File: config.mk
export PLATFORM = sky130hd
export DESIGN_NAME = scc_top
export DESIGN_NICKNAME = d
export VERILOG_FILES = /design/src/design/scc_sync2.v /design/src/design/scc_top.v
export VERILOG_INCLUDE_DIRS = /design/src /design/src/design
export SDC_FILE = /design/constraint.sdc
export NUM_CORES = 1
export LEC_CHECK = 0
export BUFFER_PORTS_ARGS = -buffer_cell sky130_fd_sc_hd__buf_2
export CAP_MARGIN = 40
export CORE_ASPECT_RATIO = 2
export CORE_MARGIN = 10
export CORE_UTILIZATION = 58
export CTS_CLUSTER_DIAMETER = 120
export DETAILED_ROUTE_END_ITERATION = 10
export PLACE_DENSITY = 0.8
export SYNTH_ARGS = -nofsm -noshare
export SYNTH_HDL_FRONTEND = slang
export SYNTH_SLANG_ARGS = --single-unit
export TNS_END_PERCENT = 1
File: constraint.sdc
create_clock -name i_clk -period 2.6 [get_ports i_clk]
set_input_delay 0.13 -clock i_clk [delete_from_list [all_inputs] [get_ports i_clk]]
set_output_delay 0.13 -clock i_clk [all_outputs]
set_load 0.05 [all_outputs]
File: src/design/scc_map.vh
// constants and register map of the sleep and reset cause controller
//
// How it works
// - a sleep-enabled peripheral keeps its clock while the core sleeps and may wake it.
// - with sleep gating off the sleep enables are kept but ignored, so all run-enabled peripherals run.
// - the core stays asleep until a wake condition or a device reset returns it to run mode.
// - a software reset resets core and peripherals and sets all registers except the cause flags to defaults.
// - a software reset keeps the cause register and adds the software flag.
// - each cause flag is sticky until software clears it or an external reset occurs.
// - five separate cause flags are read back together as one bit field.
// - software clears any chosen subset of cause flags and the rest stay untouched.
// - peripherals start disabled and a disabled one neither runs nor answers accesses.
// - a peripheral is usable five cycles after its enable, and access before that faults.
`ifndef SCC_MAP_VH
`define SCC_MAP_VH

// ---------------------------------------------------------------
// register offsets
// ---------------------------------------------------------------
`define SCC_OFF_RUN_EN     8'h00
`define SCC_OFF_SLEEP_EN   8'h04
`define SCC_OFF_CTRL       8'h08
`define SCC_OFF_STATE      8'h0c
`define SCC_OFF_READY      8'h10
`define SCC_OFF_CAUSE      8'h14
`define SCC_OFF_INT_STAT   8'h18
`define SCC_OFF_INT_CLR    8'h1c
`define SCC_OFF_INT_EN     8'h20

// ---------------------------------------------------------------
// field positions
// ---------------------------------------------------------------
`define SCC_CTRL_GATE      0
`define SCC_CTRL_SLEEP     1
`define SCC_CTRL_SWRST     2
`define SCC_STATE_SLEEP    0
`define SCC_STATE_RST      1
`define SCC_CAUSE_SW       0
`define SCC_CAUSE_WDOG     1
`define SCC_CAUSE_BOR      2
`define SCC_CAUSE_POR      3
`define SCC_CAUSE_EXT      4
`define SCC_EV_WAKE        0
`define SCC_EV_FAULT       1
`define SCC_EV_DENIED      2

// ---------------------------------------------------------------
// widths, reset values and timing
// ---------------------------------------------------------------
`define SCC_CAUSE_W        5
`define SCC_EV_W           3
`define SCC_CAUSE_RESET    5'h08
`define SCC_CAUSE_EXT_ONLY 5'h10
`define SCC_EV_RESET       3'h0
`define SCC_CTRL_RESET     1'h0
`define SCC_NPERIPH        24
`define SCC_EN_DELAY       5
`define SCC_RST_PULSE      8

`endif

File: src/design/scc_sync2.v
// two flip-flop synchroniser for asynchronous level inputs
`timescale 1ns/100ps
module scc_sync2 #(
  parameter WIDTH = 1
) (
  // clock and reset
  input  wire             i_clk,
  input  wire             i_reset_n,
  // async in, synced out
  input  wire [WIDTH-1:0] i_async,
  output reg  [WIDTH-1:0] o_sync
);

  reg [WIDTH-1:0] meta_reg;

  // ---------------------------------------------------------------
  // the first stage feeds only the second
  // ---------------------------------------------------------------
  always @(posedge i_clk or negedge i_reset_n) begin
    if (!i_reset_n) begin
      meta_reg <= {WIDTH{1'b0}};
      o_sync   <= {WIDTH{1'b0}};
    end else begin
      meta_reg <= i_async;
      o_sync   <= meta_reg;
    end
  end

endmodule

File: src/design/scc_top.v
// sleep gating, device software reset and sticky reset cause control
`timescale 1ns/100ps
`include "scc_map.vh"
module scc_top #(
  parameter NPERIPH   = `SCC_NPERIPH,
  parameter EN_DELAY  = `SCC_EN_DELAY,
  parameter RST_PULSE = `SCC_RST_PULSE
) (
  // clock and reset
  input  wire               i_clk,
  input  wire               i_reset_n,
  // register port
  input  wire [7:0]         i_addr,
  input  wire [31:0]        i_wdata,
  input  wire               i_wr,
  input  wire               i_rd,
  output reg  [31:0]        o_rdata,
  // reset sources, asynchronous levels
  input  wire               i_wdog_reset,
  input  wire               i_brownout,
  input  wire               i_ext_reset_pin,
  // peripheral side, same clock
  input  wire [NPERIPH-1:0] i_periph_irq,
  input  wire               i_pacc_valid,
  input  wire [4:0]         i_pacc_idx,
  // core and peripheral control
  output reg                o_core_clk_en,
  output reg                o_core_sleeping,
  output reg  [NPERIPH-1:0] o_periph_clk_en,
  output reg                o_sys_reset_n,
  output reg                o_pacc_grant,
  output reg                o_bus_fault,
  output reg                o_irq
);

  localparam [2:0] DLY  = EN_DELAY;
  localparam [3:0] PULS = RST_PULSE;

  // ---------------------------------------------------------------
  // state
  // ---------------------------------------------------------------
  reg  [NPERIPH-1:0]      run_en_reg;
  reg  [NPERIPH-1:0]      run_en_next;
  reg  [NPERIPH-1:0]      sleep_en_reg;
  reg  [NPERIPH-1:0]      sleep_en_next;
  reg                     gate_reg;
  reg                     gate_next;
  reg                     sleep_reg;
  reg                     sleep_next;
  reg  [`SCC_CAUSE_W-1:0] cause_reg;
  reg  [`SCC_CAUSE_W-1:0] cause_next;
  reg  [`SCC_EV_W-1:0]    ev_reg;
  reg  [`SCC_EV_W-1:0]    ev_next;
  reg  [`SCC_EV_W-1:0]    ev_en_reg;
  reg  [`SCC_EV_W-1:0]    ev_en_next;
  reg  [3:0]              rst_cnt_reg;
  reg  [3:0]              rst_cnt_next;
  reg  [2:0]              src_last_reg;
  wire [2:0]              src_sync;
  wire [2:0]              src_rise;
  wire [NPERIPH-1:0]      ready;
  wire [NPERIPH-1:0]      pending;
  wire [NPERIPH-1:0]      clk_run;
  wire [NPERIPH-1:0]      clk_run_next;
  wire                    wake;
  wire                    soft_clr;
  wire                    dev_reset;
  reg                     pacc_ok;
  reg                     pacc_bad;
  reg                     pacc_off;
  reg  [31:0]             rdata_next;

  // ---------------------------------------------------------------
  // reset sources
  // ---------------------------------------------------------------
  // order: watchdog, brown-out, external pin
  scc_sync2 #(
    .WIDTH     (3)
  ) u_sync (
    .i_clk     (i_clk),
    .i_reset_n (i_reset_n),
    .i_async   ({i_ext_reset_pin, i_brownout, i_wdog_reset}),
    .o_sync    (src_sync)
  );

  always @(posedge i_clk or negedge i_reset_n) begin
    if (!i_reset_n) begin
      src_last_reg <= 3'h0;
    end else begin
      src_last_reg <= src_sync;
    end
  end

  assign src_rise = src_sync & ~src_last_reg;

  // software reset request, any source that resets the whole device
  wire sw_req = i_wr && (i_addr == `SCC_OFF_CTRL) && i_wdata[`SCC_CTRL_SWRST];
  assign dev_reset = sw_req | (|src_rise);
  // registers other than the cause flags are held at defaults during the pulse
  assign soft_clr  = dev_reset | (rst_cnt_reg != 4'h0);

  // ---------------------------------------------------------------
  // device reset pulse
  // ---------------------------------------------------------------
  always @* begin
    rst_cnt_next = rst_cnt_reg;
    if (dev_reset) begin
      rst_cnt_next = PULS;
    end else if (rst_cnt_reg != 4'h0) begin
      rst_cnt_next = rst_cnt_reg - 4'h1;
    end
  end

  // ---------------------------------------------------------------
  // per-peripheral enable delay
  // ---------------------------------------------------------------
  genvar g;
  generate
    for (g = 0; g < NPERIPH; g = g + 1) begin : g_per
      reg [2:0] dly_reg;
      always @(posedge i_clk or negedge i_reset_n) begin
        if (!i_reset_n) begin
          dly_reg <= 3'h0;
        end else if (!run_en_next[g]) begin
          dly_reg <= 3'h0;
        end else if (!run_en_reg[g]) begin
          dly_reg <= DLY;
        end else if (dly_reg != 3'h0) begin
          dly_reg <= dly_reg - 3'h1;
        end
      end
      assign pending[g] = run_en_reg[g] && (dly_reg != 3'h0);
      assign ready[g]   = run_en_reg[g] && (dly_reg == 3'h0);
      // clock stays on in sleep if gating is off or the sleep enable is set
      assign clk_run[g] = run_en_reg[g] &&
                          (!sleep_reg || !gate_reg || sleep_en_reg[g]);
      // taken from next state so the clock enables line up with o_core_sleeping
      assign clk_run_next[g] = run_en_next[g] &&
                               (!sleep_next || !gate_next || sleep_en_next[g]);
    end
  endgenerate

  // a peripheral can only wake the core if its clock is running
  assign wake = sleep_reg && (|(i_periph_irq & clk_run));

  // ---------------------------------------------------------------
  // peripheral access check
  // ---------------------------------------------------------------
  always @* begin
    pacc_ok  = 1'b0;
    pacc_bad = 1'b0;
    pacc_off = 1'b0;
    if (i_pacc_valid) begin
      if (i_pacc_idx >= NPERIPH) begin
        pacc_off = 1'b1;
      end else if (ready[i_pacc_idx]) begin
        pacc_ok  = 1'b1;
      end else if (pending[i_pacc_idx]) begin
        pacc_bad = 1'b1;
      end else begin
        pacc_off = 1'b1;
      end
    end
  end

  // ---------------------------------------------------------------
  // register writes and sleep control
  // ---------------------------------------------------------------
  always @* begin
    run_en_next   = run_en_reg;
    sleep_en_next = sleep_en_reg;
    gate_next     = gate_reg;
    sleep_next    = sleep_reg;
    ev_en_next    = ev_en_reg;
    if (soft_clr) begin
      run_en_next   = {NPERIPH{1'b0}};
      sleep_en_next = {NPERIPH{1'b0}};
      gate_next     = `SCC_CTRL_RESET;
      sleep_next    = 1'b0;
      ev_en_next    = `SCC_EV_RESET;
    end else begin
      if (i_wr) begin
        case (i_addr)
          `SCC_OFF_RUN_EN: begin
            run_en_next = i_wdata[NPERIPH-1:0];
          end
          `SCC_OFF_SLEEP_EN: begin
            // stored even while gating is off, only used once it is on
            sleep_en_next = i_wdata[NPERIPH-1:0];
          end
          `SCC_OFF_CTRL: begin
            gate_next = i_wdata[`SCC_CTRL_GATE];
            if (i_wdata[`SCC_CTRL_SLEEP]) begin
              sleep_next = 1'b1;
            end
          end
          `SCC_OFF_INT_EN: begin
            ev_en_next = i_wdata[`SCC_EV_W-1:0];
          end
          default: begin
          end
        endcase
      end
      // held asleep until a wake; a wake in the request cycle is ignored
      if (wake) begin
        sleep_next = 1'b0;
      end
    end
  end

  // ---------------------------------------------------------------
  // sticky cause flags
  // ---------------------------------------------------------------
  always @* begin
    cause_next = cause_reg;
    if (i_wr && (i_addr == `SCC_OFF_CAUSE)) begin
      cause_next = cause_reg & ~i_wdata[`SCC_CAUSE_W-1:0];
    end
    if (src_rise[2]) begin
      // an external reset wipes older causes
      cause_next = `SCC_CAUSE_EXT_ONLY;
    end else begin
      if (sw_req) begin
        cause_next[`SCC_CAUSE_SW] = 1'b1;
      end
      if (src_rise[0]) begin
        cause_next[`SCC_CAUSE_WDOG] = 1'b1;
      end
      if (src_rise[1]) begin
        cause_next[`SCC_CAUSE_BOR] = 1'b1;
      end
    end
  end

  // ---------------------------------------------------------------
  // interrupt events, set wins over clear
  // ---------------------------------------------------------------
  always @* begin
    ev_next = ev_reg;
    if (soft_clr) begin
      ev_next = `SCC_EV_RESET;
    end else begin
      if (i_wr && (i_addr == `SCC_OFF_INT_CLR)) begin
        ev_next = ev_reg & ~i_wdata[`SCC_EV_W-1:0];
      end
      if (wake) begin
        ev_next[`SCC_EV_WAKE] = 1'b1;
      end
      if (pacc_bad) begin
        ev_next[`SCC_EV_FAULT] = 1'b1;
      end
      if (pacc_off) begin
        ev_next[`SCC_EV_DENIED] = 1'b1;
      end
    end
  end

  // ---------------------------------------------------------------
  // read mux
  // ---------------------------------------------------------------
  always @* begin
    rdata_next = 32'h0;
    if (i_rd) begin
      case (i_addr)
        `SCC_OFF_RUN_EN: begin
          rdata_next[NPERIPH-1:0] = run_en_reg;
        end
        `SCC_OFF_SLEEP_EN: begin
          rdata_next[NPERIPH-1:0] = sleep_en_reg;
        end
        `SCC_OFF_CTRL: begin
          rdata_next[`SCC_CTRL_GATE] = gate_reg;
        end
        `SCC_OFF_STATE: begin
          rdata_next[`SCC_STATE_SLEEP] = sleep_reg;
          rdata_next[`SCC_STATE_RST]   = (rst_cnt_reg != 4'h0);
        end
        `SCC_OFF_READY: begin
          rdata_next[NPERIPH-1:0] = ready;
        end
        `SCC_OFF_CAUSE: begin
          rdata_next[`SCC_CAUSE_W-1:0] = cause_reg;
        end
        `SCC_OFF_INT_STAT: begin
          rdata_next[`SCC_EV_W-1:0] = ev_reg;
        end
        `SCC_OFF_INT_EN: begin
          rdata_next[`SCC_EV_W-1:0] = ev_en_reg;
        end
        default: begin
          rdata_next = 32'h0;
        end
      endcase
    end
  end

  // ---------------------------------------------------------------
  // flip-flops
  // ---------------------------------------------------------------
  // only the cause flags survive a device reset; power-on sets its flag
  always @(posedge i_clk or negedge i_reset_n) begin
    if (!i_reset_n) begin
      cause_reg <= `SCC_CAUSE_RESET;
    end else begin
      cause_reg <= cause_next;
    end
  end

  always @(posedge i_clk or negedge i_reset_n) begin
    if (!i_reset_n) begin
      run_en_reg      <= {NPERIPH{1'b0}};
      sleep_en_reg    <= {NPERIPH{1'b0}};
      gate_reg        <= `SCC_CTRL_RESET;
      sleep_reg       <= 1'b0;
      ev_reg          <= `SCC_EV_RESET;
      ev_en_reg       <= `SCC_EV_RESET;
      rst_cnt_reg     <= 4'h0;
      o_rdata         <= 32'h0;
      o_core_clk_en   <= 1'b1;
      o_core_sleeping <= 1'b0;
      o_periph_clk_en <= {NPERIPH{1'b0}};
      o_sys_reset_n   <= 1'b0;
      o_pacc_grant    <= 1'b0;
      o_bus_fault     <= 1'b0;
      o_irq           <= 1'b0;
    end else begin
      run_en_reg      <= run_en_next;
      sleep_en_reg    <= sleep_en_next;
      gate_reg        <= gate_next;
      sleep_reg       <= sleep_next;
      ev_reg          <= ev_next;
      ev_en_reg       <= ev_en_next;
      rst_cnt_reg     <= rst_cnt_next;
      o_rdata         <= rdata_next;
      o_core_clk_en   <= !sleep_next;
      o_core_sleeping <= sleep_next;
      o_periph_clk_en <= clk_run_next & ~{NPERIPH{soft_clr}};
      o_sys_reset_n   <= !(|rst_cnt_next);
      o_pacc_grant    <= pacc_ok && !soft_clr;
      o_bus_fault     <= pacc_bad && !soft_clr;
      o_irq           <= |(ev_next & ev_en_next);
    end
  end

endmodule

==> summary.txt <==
Finish
  – Nets: 1376
  – Max reg flops: 72
  – Final instance area: 12700 um2
  – Layout overhead on the synthesized area: 21.2%
  – Share of cells above drive strength 1: 24.4%
  – Final std cells w/o fill: 1476
  – N_diodes: 0

Worst setup path
  – CP peak stage delay: 0.49 ns
  – Req. time, crit path: 2.98 ns
  – CP max FO: 3
  – CP cell instances: inv_1 -> ha_1 -> nor2b_1 -> nor2_1 -> o32ai_1 -> a2111oi_1 -> buf_4 -> nor3_1 -> buf_4 -> a2111oi_1 -> buf_4
  – Critical path's most frequent cell: buf_4
  – Buf+Inv Stages, Crit Path: 4
  – Setup Crit Path Kind: flop to flop
  – Crit. End Element: flop
  – Delay-heaviest family, CP: compound AO/OA/AOI/OAI gates
  – Kind of start point of the critical path: flop
  – Slowest-stage cell, CP: a2111oi_1
  – Arrival time worst endpoint: 2.92 ns

Synth
  – Most frequent cell after synthesis: dfrtp_1
  – Post-synth EDFFs: 0
  – Synth top area share: 47.2%
  – Cells after Synth: 1038
  – Share of the yosys chip area belonging to registers: 47.7%
  – Synth Warn #: 0
  – Syn_area_per_cell: 10.1 um2
  – Most frequent cells after synthesis: dfrtp_1 (197), nor2_1 (110), inv_1 (91)
  – Dominant cell type by area after synthesis: dfrtp_1
  – Synthesized flop and latch total: 199
  – Post-Syn Area: 10400 um2
  – Top_reg_cell synth: dfrtp_1
  – Post-synth ARST share: 100%
  – Top post-synthesis cells by area: dfrtp_1 (47%), mux2i_1 (7.9%), ha_1 (5.9%)
  – Synth cell types: 67

GRT
  – Largest net degree at the start of global routing: 78
  – Total gr overflow: 0
  – Antenna violations before repair: 0
  – Global-route usage over all layers: 26.4%
  – First-pass GRT wire length: 49700 um
  – Vias in the first global route: 9507

Drt
  – Detailed Route Iter0 Violations: 751
  – WL final: 31800 um
  – Via density: 6.15
  – DR pass1 iterations: 6
  – Detail Route Antenna Nets: 0
  – Drt drc: 0
  – Post-DR wirelength/cell: 21.5 um
  – Vias: 9081

Placement
  – Gp weighted congestion: 0.970
  – Placed cells: 1436
  – Port buffer count: 122
  – Post-DP HPWL: 23900 um
  – Pre-CTS setup slack: -0.0277 ns
  – DP Area: 12000 um2

Clocking
  – Reg clk slew, reported paths: 0.07 ns
  – Clock latency on the worst-skew pair: 0.43 ns
  – CTS tree: built
  – CTS sink count: 199
  – Clk root buf: clkbuf_16
  – H-tree levels: 4
  – Buffer depth of the longest clock path: 2
  – TritonCTS buffer count: 17

Power
  – Max IR drop VDD: 523 uV
  – Leakage: 6.59 nW
  – Pwr Density: 492 nW/um2
  – Power Total: 6.22 mW

STA
  – Fin crit period: 2.54 ns
  – Period utilization: 97.6%
  – Worst-Margin Slew: 0.649 ns
  – Fin Hold WS: 0.0265 ns
  – Final-report setup violation count: 0
  – Clock Skew: 0.0101 ns
  – Final setup margin: 0.0616 ns
  – Max Transition Viols Final: 0
  – Worst slew margin: 56.7%
  – Final number of hold-violating endpoints: 0
  – Max Freq: 394 MHz

Floorplan
  – Cell row count: 69
  – DIE WIDTH: 115 um
  – Die Ht: 210 um
  – I/O Pins: 139
  – Initial core utilization: 58.7%
  – Core Area: 17800 um2
  – Die ar.: 24100 um2

Min path
  – Hold Path Class: input pin to flop

Job
  – Max cap viols: 0

Outcome
  – Status: completed
kinds of logic (layout without fill, tap and decap cells):
family	after synthesis	count (layout)	synth area share, %
simple gates	331	331	16.8
compound gates	208	208	13.7
flops	199	199	47.7
buf+inv	141	359	5.65
mux	84	84	8.18
fa+ha+maj	49	49	5.87
xor+xnor	25	25	2.10
other cells	1	8	0.0359
cells in the final DEF (no fill, tap or decap), types with 4 or more instances in the layout:
master and count:
a2111oi_1 5, a211oi_1 4, a21oi_1 78, a21oi_2 20
a22oi_1 13, a311oi_1 5, a31oi_1 12, a32oi_1 19
and2_1 12, and3_1 21, buf_12 7, buf_2 121
buf_4 98, clkbuf_16 17, clkinvlp_4 5, conb_1 8
dfrtp_1 196, dlygate4sd3_1 7, ha_1 49, inv_1 91
mux2i_1 82, nand2_1 41, nand2b_1 45, nand2b_2 7
nand3_1 15, nand3b_1 30, nand4_1 4, nor2_1 110
nor2b_1 12, nor3_1 8, nor4_1 5, o21ai_0 14
o22a_1 7, xnor2_1 25
layer usage:
| layer | track usage (%) | share of wire, % | vias up |
|---|---|---|---|
| met5 | 0 | 0 | - |
| met4 | 20.3 | 8.3 | 0 |
| met3 | 5.71 | 8.4 | 179 |
| met2 | 44.3 | 51 | 532 |
| met1 | 27.5 | 32 | 4365 |
| li1 | - | - | 4005 |
power breakdown:
group | switching, mW | total [mW] | internal (mW)
combinational | 0.381 | 0.590 | 0.209
sequential | 0.0363 | 3.17 | 3.13
clock | 1.20 | 2.46 | 1.26
total | 1.62 | 6.22 | 4.60
through the flow:
stage	TNS [ns]	util, %
global placement	0	67.4
detailed placement	-0.0277	67.4
floorplan	0	-
CTS	0	71.0
global route	-0.00562	71.2
finish	0	71.2
layout make-up:
type / count / area, um2
multi-input combinational: 705 / 4940
timing repair buffer: 235 / 1580
clock inverter: 12 / 95.1
sequential: 199 / 4990
clock buffer: 20 / 447
inverter: 92 / 345
tap: 213 / 267
fill: 1312 / 5130
worst reg2reg max path, cell delays in order (launching register included):
cell       delay (ns)
dfrtp_1          0.32
inv_1            0.07
ha_1             0.22
nor2b_1          0.14
nor2_1           0.25
o32ai_1          0.14
a2111oi_1        0.49
buf_4            0.19
nor3_1           0.05
buf_4            0.18
a2111oi_1        0.27
buf_4            0.17
what timing repair did:
action / 4_1_cts / 5_1_grt
gates resized for setup: 4 / 7
endpoints found under the setup margin: 3 / 18
hold buffers: 7 / 0
hold endpoints to repair: 79 / 0
buffers inserted: 0 / 1
path summary, 6_finish.rpt:
path | slack, ns | start | end | cells past startpoint
min | 0.03 | i_wdata[18] | sleep_en_reg[18] | 3
min in group asynchronous | 0.27 | i_reset_n | o_periph_clk_en[23] | 2
max | 0.06 | g_per[11].dly_reg[0] | o_bus_fault | 11
max reg2reg | 0.06 | g_per[11].dly_reg[0] | o_bus_fault | 11
max in group asynchronous | 1.39 | i_reset_n | o_periph_clk_en[18] | 3
min reg2reg | 0.35 | u_sync.meta_reg[0] | u_sync.o_sync[0] | 0
No activity file was read; power rests on OpenSTA's default activity.
